**config.mk**
```make
export PLATFORM = sky130hd
export DESIGN_NAME = io_register_bit_access
export DESIGN_NICKNAME = d
export VERILOG_FILES = /design/src/io_bank_pkg.sv /design/src/io_register_bit_access.sv
export SDC_FILE = /design/constraint.sdc
export NUM_CORES = 1
export LEC_CHECK = 0
export BUFFER_PORTS_ARGS = -buffer_cell sky130_fd_sc_hd__buf_2
export CORE_MARGIN = 1
export CORE_UTILIZATION = 59
export CTS_CLUSTER_SIZE = 24
export DETAILED_ROUTE_END_ITERATION = 8
export GPL_TIMING_DRIVEN = 0
export PLACE_DENSITY_LB_ADDON = 0.08
export SLEW_MARGIN = 10
export SYNTH_ARGS = -nofsm -noshare
export SYNTH_HDL_FRONTEND = slang
export SYNTH_SLANG_ARGS = --single-unit
```
**constraint.sdc**
```tcl
create_clock -name clk_sys -period 3.7 [get_ports clk_sys]
set_clock_uncertainty 0.05 [all_clocks]
set_input_delay 0.74 -clock clk_sys [delete_from_list [all_inputs] [get_ports clk_sys]]
set_output_delay 0.74 -clock clk_sys [all_outputs]
set_load 0.02 [all_outputs]
```
**src/io_bank_pkg.sv**
```systemverilog
// Constants, layouts and types for the low I/O register bank
package io_bank_pkg;

  // ********************************************
  // Address map
  // ********************************************
  localparam int unsigned IO_REG_COUNT = 24;
  localparam logic [7:0] DATA_SPACE_OFFSET = 8'h20;
  localparam logic [7:0] BIT_ACCESS_LAST = 8'h1f;
  localparam logic [7:0] DATA_SPACE_LAST = 8'h3f;
  localparam logic [7:0] RESET_VALUE = 8'h00;

  localparam int unsigned OFS_POWER_REDUCTION_CTL = 'h00;
  localparam int unsigned OFS_DIGITAL_INPUT_DISABLE = 'h01;
  localparam int unsigned OFS_RESERVED_02 = 'h02;
  localparam int unsigned OFS_CONVERTER_CTL_B = 'h03;
  localparam int unsigned OFS_CONVERTER_RESULT_LOW = 'h04;
  localparam int unsigned OFS_CONVERTER_RESULT_HIGH = 'h05;
  localparam int unsigned OFS_CONVERTER_CTL_A = 'h06;
  localparam int unsigned OFS_CONVERTER_INPUT_SELECT = 'h07;
  localparam int unsigned OFS_COMPARATOR_CTL_STATUS = 'h08;
  localparam int unsigned OFS_RESERVED_09 = 'h09;
  localparam int unsigned OFS_RESERVED_0A = 'h0a;
  localparam int unsigned OFS_TIMER1_FLAGS = 'h0b;
  localparam int unsigned OFS_TIMER1_IRQ_MASK = 'h0c;
  localparam int unsigned OFS_SERIAL_UNIT_CTL = 'h0d;
  localparam int unsigned OFS_SERIAL_UNIT_STATUS = 'h0e;
  localparam int unsigned OFS_SERIAL_UNIT_SHIFT = 'h0f;
  localparam int unsigned OFS_SERIAL_UNIT_BUFFER = 'h10;
  localparam int unsigned OFS_RESERVED_11 = 'h11;
  localparam int unsigned OFS_PIN_CHANGE_MASK0 = 'h12;
  localparam int unsigned OFS_SCRATCH_REG0 = 'h13;
  localparam int unsigned OFS_SCRATCH_REG1 = 'h14;
  localparam int unsigned OFS_SCRATCH_REG2 = 'h15;
  localparam int unsigned OFS_PORT_B_INPUT = 'h16;
  localparam int unsigned OFS_PORT_B_DIRECTION = 'h17;

  // ********************************************
  // Field positions
  // ********************************************
  localparam int unsigned BIT_CONV_START = 6;
  localparam int unsigned BIT_CONV_DONE_FLAG = 4;
  localparam int unsigned BIT_CMP_OUTPUT = 5;
  localparam int unsigned BIT_CMP_FLAG = 4;
  localparam int unsigned BIT_SERIAL_COLLISION = 4;
  localparam int unsigned PORT_B_WIDTH = 4;

  // ********************************************
  // Per-register masks, highest index first, index 0 last
  // ********************************************
  typedef logic [IO_REG_COUNT-1:0][7:0] mask_array_type;

  // Bits that store the written value
  localparam mask_array_type WRITE_MASK = {
    8'h0f, 8'h00, 8'hff, 8'hff, 8'hff, 8'hff, 8'h00, 8'h00,
    8'hff, 8'h0f, 8'hff, 8'h27, 8'h00, 8'h00, 8'h00, 8'hcf,
    8'hff, 8'hef, 8'h00, 8'h00, 8'hd7, 8'h00, 8'hff, 8'h0f};

  // Status flags cleared by writing one
  localparam mask_array_type CLEAR_ONE_MASK = {
    8'h00, 8'h00, 8'h00, 8'h00, 8'h00, 8'h00, 8'h00, 8'h00,
    8'h00, 8'he0, 8'h00, 8'h00, 8'h27, 8'h00, 8'h00, 8'h10,
    8'h00, 8'h10, 8'h00, 8'h00, 8'h00, 8'h00, 8'h00, 8'h00};

  // ********************************************
  // Core operations
  // ********************************************
  typedef enum logic [2:0] {
    load_op,
    store_op,
    set_io_bit_op,
    clear_io_bit_op,
    skip_if_io_bit_set_op,
    skip_if_io_bit_clear_op
  } core_op_type;

endpackage

```
**src/io_register_bit_access.sv**
```systemverilog
// Low I/O register bank with single-bit set, clear and test operations
// ********************************************
// Behaviour
// - Bit set/clear only for addresses 0x00-0x1F
// - Bit test reports skip on set/clear
// - Status flags clear on one, zero ignored
// - Bit operations touch only the addressed bit
// ********************************************
`timescale 1ns/1ps
`default_nettype none

module io_register_bit_access (
  input wire logic clk_sys,
  input wire logic rst_n,
  input wire logic acc_valid,
  input wire io_bank_pkg::core_op_type acc_op,
  input wire logic [7:0] acc_addr,
  input wire logic [2:0] acc_bit,
  input wire logic [7:0] acc_wdata,
  input wire logic [7:0] conv_result_low,
  input wire logic [7:0] conv_result_high,
  input wire logic conv_done,
  input wire logic cmp_output,
  input wire logic cmp_event,
  input wire logic [3:0] timer1_event,
  input wire logic [2:0] serial_event,
  input wire logic serial_collision,
  input wire logic [7:0] serial_buffer,
  input wire logic [io_bank_pkg::PORT_B_WIDTH-1:0] port_b_pins,
  output logic acc_ack,
  output logic [7:0] acc_rdata,
  output logic acc_skip,
  output logic [7:0] power_reduction_ctl,
  output logic [7:0] digital_input_disable,
  output logic [7:0] converter_ctl_b,
  output logic [7:0] converter_ctl_a,
  output logic [7:0] converter_input_select,
  output logic [7:0] comparator_ctl_status,
  output logic [7:0] timer1_flags,
  output logic [7:0] timer1_irq_mask,
  output logic [7:0] serial_unit_ctl,
  output logic [7:0] serial_unit_status,
  output logic [7:0] serial_unit_shift,
  output logic [7:0] pin_change_mask0,
  output logic [7:0] port_b_direction
);
  import io_bank_pkg::*;

  // ********************************************
  // State
  // ********************************************
  typedef struct packed {
    mask_array_type regs;
    logic ack;
    logic [7:0] rdata;
    logic skip;
  } state_type;

  state_type state_reg;
  state_type state_next;

  logic in_io;
  logic in_data;
  logic hit;
  logic is_bit_op;
  logic [4:0] io_index;
  logic [7:0] rel_addr;
  mask_array_type view;
  mask_array_type event_bits;
  logic [7:0] sel_view;
  logic [7:0] op_mask;
  logic [7:0] op_value;
  logic do_write;
  logic test_bit;

  // ********************************************
  // Address decode
  // ********************************************
  always_comb begin
    rel_addr = acc_addr - DATA_SPACE_OFFSET;
    in_io = (acc_addr <= BIT_ACCESS_LAST);
    in_data = (acc_addr > BIT_ACCESS_LAST) && (acc_addr <= DATA_SPACE_LAST);
    io_index = in_io ? acc_addr[4:0] : rel_addr[4:0];
    // Locations 0x18-0x1f belong to other banks, not decoded here; still acked, they read as 0x00
    hit = (in_io || in_data) && (io_index < 5'(IO_REG_COUNT));
    is_bit_op = (acc_op == set_io_bit_op) || (acc_op == clear_io_bit_op) ||
                (acc_op == skip_if_io_bit_set_op) || (acc_op == skip_if_io_bit_clear_op);
  end

  // ********************************************
  // Read view: stored bits plus live inputs
  // ********************************************
  always_comb begin
    for (int i = 0; i < IO_REG_COUNT; i++) begin
      view[i] = state_reg.regs[i] & (WRITE_MASK[i] | CLEAR_ONE_MASK[i]);
    end
    view[OFS_CONVERTER_RESULT_LOW] = conv_result_low;
    view[OFS_CONVERTER_RESULT_HIGH] = conv_result_high;
    view[OFS_COMPARATOR_CTL_STATUS][BIT_CMP_OUTPUT] = cmp_output;
    view[OFS_SERIAL_UNIT_STATUS][BIT_SERIAL_COLLISION] = serial_collision;
    view[OFS_SERIAL_UNIT_BUFFER] = serial_buffer;
    view[OFS_PORT_B_INPUT] = {4'h0, port_b_pins};
    sel_view = hit ? view[io_index] : 8'h00;
    test_bit = sel_view[acc_bit];
  end

  // ********************************************
  // Hardware flag events
  // ********************************************
  always_comb begin
    event_bits = '0;
    event_bits[OFS_CONVERTER_CTL_A][BIT_CONV_DONE_FLAG] = conv_done;
    event_bits[OFS_COMPARATOR_CTL_STATUS][BIT_CMP_FLAG] = cmp_event;
    event_bits[OFS_TIMER1_FLAGS] = {2'b00, timer1_event[3], 2'b00, timer1_event[2:0]};
    event_bits[OFS_SERIAL_UNIT_STATUS] = {serial_event, 5'h00};
  end

  // ********************************************
  // Write shaping
  // ********************************************
  always_comb begin
    op_mask = 8'h00;
    op_value = 8'h00;
    do_write = 1'b0;
    unique case (acc_op)
      store_op: begin
        op_mask = 8'hff;
        op_value = acc_wdata;
        do_write = 1'b1;
      end
      set_io_bit_op: begin
        op_mask = 8'h01 << acc_bit;
        op_value = 8'hff;
        do_write = in_io;
      end
      clear_io_bit_op: begin
        op_mask = 8'h01 << acc_bit;
        op_value = 8'h00;
        do_write = in_io;
      end
      default: begin
        op_mask = 8'h00;
        op_value = 8'h00;
        do_write = 1'b0;
      end
    endcase
    do_write = do_write && acc_valid && hit;
  end

  // ********************************************
  // Next state
  // ********************************************
  always_comb begin
    logic [7:0] wr_bits;
    logic [7:0] clr_bits;
    wr_bits = 8'h00;
    clr_bits = 8'h00;
    state_next = state_reg;
    for (int i = 0; i < IO_REG_COUNT; i++) begin
      wr_bits = 8'h00;
      clr_bits = 8'h00;
      if (do_write && (io_index == 5'(i))) begin
        wr_bits = op_mask & WRITE_MASK[i] & ~CLEAR_ONE_MASK[i];
        clr_bits = op_mask & op_value & CLEAR_ONE_MASK[i];
      end
      state_next.regs[i] = (state_reg.regs[i] & ~wr_bits & ~clr_bits) | (op_value & wr_bits);
      // Event wins over a clear in the same cycle
      state_next.regs[i] = state_next.regs[i] | event_bits[i];
    end
    // Conversion start drops when the result lands
    if (conv_done) begin
      state_next.regs[OFS_CONVERTER_CTL_A][BIT_CONV_START] = 1'b0;
    end
    state_next.ack = acc_valid;
    state_next.rdata = 8'h00;
    state_next.skip = 1'b0;
    if (acc_valid && (acc_op == load_op)) begin
      state_next.rdata = sel_view;
    end
    if (acc_valid && in_io && hit && is_bit_op) begin
      if (acc_op == skip_if_io_bit_set_op) begin
        state_next.skip = test_bit;
      end else if (acc_op == skip_if_io_bit_clear_op) begin
        state_next.skip = ~test_bit;
      end
    end
  end

  // ********************************************
  // Registers
  // ********************************************
  always_ff @(posedge clk_sys or negedge rst_n) begin
    if (!rst_n) begin
      state_reg.regs <= {IO_REG_COUNT{RESET_VALUE}};
      state_reg.ack <= 1'b0;
      state_reg.rdata <= 8'h00;
      state_reg.skip <= 1'b0;
    end else begin
      state_reg <= state_next;
    end
  end

  // ********************************************
  // Outputs, straight from flops
  // ********************************************
  assign acc_ack = state_reg.ack;
  assign acc_rdata = state_reg.rdata;
  assign acc_skip = state_reg.skip;
  assign power_reduction_ctl = state_reg.regs[OFS_POWER_REDUCTION_CTL];
  assign digital_input_disable = state_reg.regs[OFS_DIGITAL_INPUT_DISABLE];
  assign converter_ctl_b = state_reg.regs[OFS_CONVERTER_CTL_B];
  assign converter_ctl_a = state_reg.regs[OFS_CONVERTER_CTL_A];
  assign converter_input_select = state_reg.regs[OFS_CONVERTER_INPUT_SELECT];
  assign comparator_ctl_status = state_reg.regs[OFS_COMPARATOR_CTL_STATUS];
  assign timer1_flags = state_reg.regs[OFS_TIMER1_FLAGS];
  assign timer1_irq_mask = state_reg.regs[OFS_TIMER1_IRQ_MASK];
  assign serial_unit_ctl = state_reg.regs[OFS_SERIAL_UNIT_CTL];
  assign serial_unit_status = state_reg.regs[OFS_SERIAL_UNIT_STATUS];
  assign serial_unit_shift = state_reg.regs[OFS_SERIAL_UNIT_SHIFT];
  assign pin_change_mask0 = state_reg.regs[OFS_PIN_CHANGE_MASK0];
  assign port_b_direction = state_reg.regs[OFS_PORT_B_DIRECTION];

endmodule

`default_nettype wire

```
==> results of run 1 <==
## logic make-up (layout without fill, tap and decap cells)
logic type	count (synthesis)	in the layout
buf+inv	157	341
mux	139	139
simple gates	229	229
flops	118	118
other cells	1	20
compound gates	90	90
## per-layer routing
layer	part of all wire [%]	global-route usage [%]	vias up
li1	-	-	2812
met2	47	59.9	422
met1	40	48.4	3119
met4	4.2	21.6	0
met3	8.6	7.33	83
met5	0	0	-
## worst paths after layout
kind / to / slack (ns) / depth (start not counted)
max: register / 0.12 / 8
min: serial_unit_status[6]$_DFF_PN0_ / 0.19 / 1
max reg2reg: acc_skip$_DFF_PN0_ / 1.31 / 7
min reg2reg: register / 0.46 / 1
max in group asynchronous: async pin / 2.68 / 2
min in group clk_sys: acc_ack$_DFF_PN0_ / 0.42 / 1
## layout make-up
cell class | instances | area, um^2
multi-input cells | 478 | 3440
fillers | 886 | 3120
flip-flops and latches | 118 | 2950
plain buffers | 152 | 1020
repair buffers | 152 | 790
clock buffers | 17 | 425
well taps | 168 | 210
clock inverters | 15 | 131
inverters | 5 | 18.8
## cell usage after synthesis (6+ instances only)
library cell / count / area [um^2]
nand2_1: 84 / 315
dfrtp_1: 118 / 2950
nor2_1: 66 / 248
buf_2: 7 / 35.0
mux2_1: 6 / 67.6
a31oi_1: 7 / 43.8
mux2_2: 107 / 1200
o21ai_0: 8 / 40.0
mux4_2: 13 / 293
buf_4: 116 / 871
mux2i_1: 13 / 130
clkbuf_1: 26 / 97.6
a21oi_1: 25 / 125
a221oi_1: 8 / 70.1
nor3_1: 14 / 70.1
nor2b_1: 10 / 62.6
a21o_1: 15 / 113
nand3_1: 15 / 75.1
nand2b_1: 7 / 43.8
## metrics by stage
step / instances / TNS, ns
2_1_floorplan: 753 / 0
3_3_place_gp: 1072 / -1.58
3_5_place_dp: 1073 / -2.41
4_1_cts: 1105 / 0
5_1_grt: 1105 / 0
6_report: 1105 / 0
## power by group through the flow
stage	logic, mW	registers [mW]	clock network [mW]
3_5_place_dp	0.334	1.32	0
5_1_grt	0.366	1.30	1.62
2_1_floorplan	0.190	1.32	0
6_report	0.344	1.30	1.56
3_3_place_gp	0.325	1.32	0
4_1_cts	0.337	1.30	1.56
## worst max-delay path: cells and delay by family
family | cells | cell delay, ns
buffers and inverters | 4 | 1.80
AND/OR/NAND/NOR | 3 | 0.95
multiplexers | 1 | 0.31
==> impl_metrics.yaml, run 1 <==
synthesis:
  synthAdderAreaFrac_pct: 0
  synth_edf_count: 0
  syn_area_per_cell_um2: 10.0
  synthMuxAreaShare_pct: 23.0
  ys_warn_count: 0
  ys_types: 53
  synthCells: 734
  syn-cell-area_um2: 7360
  synthSimpleGateAreaFrac_pct: 14.5
  synthXorXnorAreaFrac_pct: 0
  synth-compound-area-share_pct: 8.21
  ys_seq_area_share_pct: 40.1
  ys.flop_type: "dfrtp_1"
  async_reset_ff_share_pct: 100
  synth_top_family_by_area: "multiplexers"
  ys_seq_elements: 118
timing:
  hold_viol: 0
  maxSlewViolCount: 0
  max_slew.worst_pin.slew_ns: 0.952
  fin_crit_ns: 3.58
  slew_headroom_pct: 36.5
  period_share_pct: 96.6
  rsz0062_at_grt: "no"
  worst_slack_ns: 0.124
  final-setup-viol-count: 0
  fmax_mhz: 280
  whs_ns: 0.193
critical_path:
  worst_ep_arrival_time_ns: 3.83
  cp_max_fo: 10
  startpoint: "acc_addr[1]"
  cp-end-kind: "register"
  slowest_delay_ns: 0.67
  crit_top_cell: "buf_2"
  crit_type: "input pin to register"
  required_ns: 3.95
  crit_slowest_cell: "buf_1"
  worstPathCellList: "buf_2 -> buf_2 -> buf_1 -> buf_2 -> nand2_1 -> nor2_1 -> nand2_1 -> mux2_2"
  startpoint_type: "input pin"
floorplanning:
  num_io_pins: 178
  die_w_um: 114
  die_y_um: 114
  start_util_pct: 60.8
  rows: 40
  die_area_um2: 12900
  core-area_um2: 12100
detailed_routing:
  drt-initial-drc-count: 697
  drt_first_pass_iters: 5
  vias: 6436
  drt.antenna.violating_nets: 0
  routed_wl_um: 23600
  wl_per_cell_um: 21.3
  vias_per_cell: 5.82
  drc: 0
power_and_ir_drop:
  peakVddDrop_mv: 0.309
  p_sw_share_pct: 27.3
  combPwrFrac_pct: 10.8
  pwr-share-seq_pct: 40.5
  power.total_mw: 3.20
  power_switching_uw: 873
  pwr-share-clk_pct: 48.8
  leakage_nw: 4.54
  pwr_density_cell_nw_per_um2: 356
  internal_power_mw: 2.33
layout:
  area_growth_pct: 22.1
  diodes: 0
  fin_area_um2: 8990
  final_common_cell: "buf_2"
  drive_above_1_share_pct: 46.7
  final_util_pct: 74.2
  final_nets: 988
  layout_common_cells: "buf_2, dfrtp_1, buf_4"
placement:
  dp_hpwl_um: 17000
  portBuffers: 151
  pre_cts_ws_ns: -0.310
  placedInstanceArea_um2: 8440
  place.gp.congestion: 0.960
cts:
  cts_hold_buf: 0
  cts.sinks: 118
  clk_pin_slew_ns: 0.06
  htreeDepth: 4
  clk_path_buf_depth: 2
  cts_tree: "built"
  cts_made_buffers: 17
  cts-root-buf: "clkbuf_16"
  clk_latency_ns: 0.43
  cts_resized: 0
  postCtsSetupRepairBufs: 0
global_route:
  grt_max_degree: 73
  antenna_found_initial: 0
  grt_use_total_pct: 37.7
  grt_pass1_vias: 6432
  grt.overflow.total: 0
  grt_pass1_wl_um: 35700
status:
  status: "finished, final reports clean"
flow_run:
  drv_cap: 0
worst_hold_path:
  hold_class: "input pin to async pin"
No activity file was read; power rests on OpenSTA's default activity.
==> run 2, diff against run 1 <==
SETUP_SLACK_MARGIN = 0.5   (was default)
SKIP_CTS_REPAIR_TIMING = 1   (was default)
==> run 2 against run 1 <==
- sequential cell count unchanged
- largest cell class unchanged
- design area up 0.64%
- non-clock buffer count up 2
- largest power group unchanged
- core utilization up 0.48 points
- critical path type unchanged
==> impl_metrics.yaml, run 2 (synthesis results as in run 1) <==
status:
  status: "finished, final reports clean"
timing:
  hold_viol: 0
  fmax_mhz: 321
  rsz0062_at_grt: "no"
  final-setup-viol-count: 0
  period_share_pct: 84.2
  worst_slack_ns: 0.583
  slew_headroom_pct: 38.2
  maxSlewViolCount: 0
  finalSetupTns_ns: 0
  fin_crit_ns: 3.12
  max_slew.worst_pin.slew_ns: 0.921
floorplanning:
  num_io_pins: 178
  die_area_um2: 12900
  die_w_um: 114
  start_util_pct: 60.8
  core-area_um2: 12100
  rows: 40
  die_y_um: 114
global_route:
  grt_pass1_wl_um: 35700
  grt_pass1_vias: 6432
  grt_max_degree: 73
  antenna_found_initial: 0
  grt_use_total_pct: 37.7
  grt.overflow.total: 0
layout:
  final_nets: 990
  diodes: 0
  final_common_cell: "buf_2"
  fin_cells: 1107
  layout_common_cells: "buf_2, dfrtp_1, buf_4"
  final_util_pct: 74.7
  area_growth_pct: 22.9
  drive_above_1_share_pct: 47.5
placement:
  place.gp.congestion: 0.960
  dp_cells: 1073
  pre_cts_ws_ns: -0.310
  dp_hpwl_um: 17000
  portBuffers: 151
critical_path:
  cp_max_fo: 10
  crit_type: "input pin to register"
  crit_slowest_cell: "buf_2"
  slowest_delay_ns: 0.41
  crit_top_cell: "buf_2"
  worstPathCellList: "buf_2 -> buf_2 -> clkbuf_4 -> buf_2 -> a21oi_1 -> o22ai_1 -> a22oi_1 -> o22ai_1 -> nand4b_1 -> nor3_1 -> nor3b_2"
  required_ns: 3.98
  critPathBufInv: 4
  crit_family: "buffers and inverters"
  startpoint_type: "input pin"
  cp-end-kind: "register"
  worst_ep_arrival_time_ns: 3.40
detailed_routing:
  drt-initial-drc-count: 716
  drc: 0
  drt_first_pass_iters: 7
  vias: 6484
  vias_per_cell: 5.86
  drt.antenna.violating_nets: 0
  wl_per_cell_um: 21.5
  routed_wl_um: 23800
cts:
  cts-root-buf: "clkbuf_16"
  cts_tree: "built"
  clk_path_buf_depth: 2
  htreeDepth: 4
  clk_latency_ns: 0.43
  cts_made_buffers: 17
  clk_pin_slew_ns: 0.06
  cts.sinks: 118
worst_hold_path:
  hold_class: "input pin to async pin"
power_and_ir_drop:
  leakage_nw: 4.57
  pwr_density_cell_nw_per_um2: 354
  peakVddDrop_mv: 0.310
flow_run:
  drv_cap: 0
-- run 2: path summary, 6_finish.rpt --
path / startpoint / to / slack [ns] / cells after the start
max: acc_addr[1] / acc_skip$_DFF_PN0_ / 0.58 / 11
min: rst_n / async pin / 0.19 / 1
max reg2reg: register / acc_skip$_DFF_PN0_ / 1.42 / 7
min reg2reg: register / register / 0.46 / 1
max in group asynchronous: rst_n / async pin / 2.68 / 2
min in group clk_sys: acc_valid / acc_ack$_DFF_PN0_ / 0.41 / 1
-- run 2: routing by layer --
metal,routed length (um),global-route usage [%],up-vias,part of all wire [%]
li1,-,-,2826,-
met3,2060,7.33,85,8.7
met4,1050,21.6,0,4.4
met2,11200,59.9,434,47
met5,0,0,-,0
met1,9430,48.4,3139,40
-- run 2: where the power goes --
group | total (mW) | internal [mW] | leakage, nW | switching (mW)
clock | 1.56 | 0.921 | 0.261 | 0.637
combinational | 0.350 | 0.115 | 2.70 | 0.234
sequential | 1.30 | 1.29 | 1.60 | 0.00175
-- run 2: through the flow --
| step | power, mW | instance area [um^2] | hold slack [ns] |
|---|---|---|---|
| floorplan | 1.51 | 7440 | 0.394 |
| global placement | 1.64 | 8400 | 0.434 |
| detailed placement | 1.65 | 8440 | 0.443 |
| CTS | 3.19 | 8990 | 0.222 |
| global route | 3.28 | 9050 | 0.238 |
| finish | 3.20 | 9050 | 0.192 |
-- run 2: area by class of cell --
class | instances | area [um^2]
inverters | 5 | 18.8
multi-input cells | 478 | 3470
fillers | 879 | 3060
plain buffers | 152 | 1040
flip-flops and latches | 118 | 2950
clock inverters | 15 | 131
clock buffers | 17 | 425
repair buffers | 154 | 805
well taps | 168 | 210
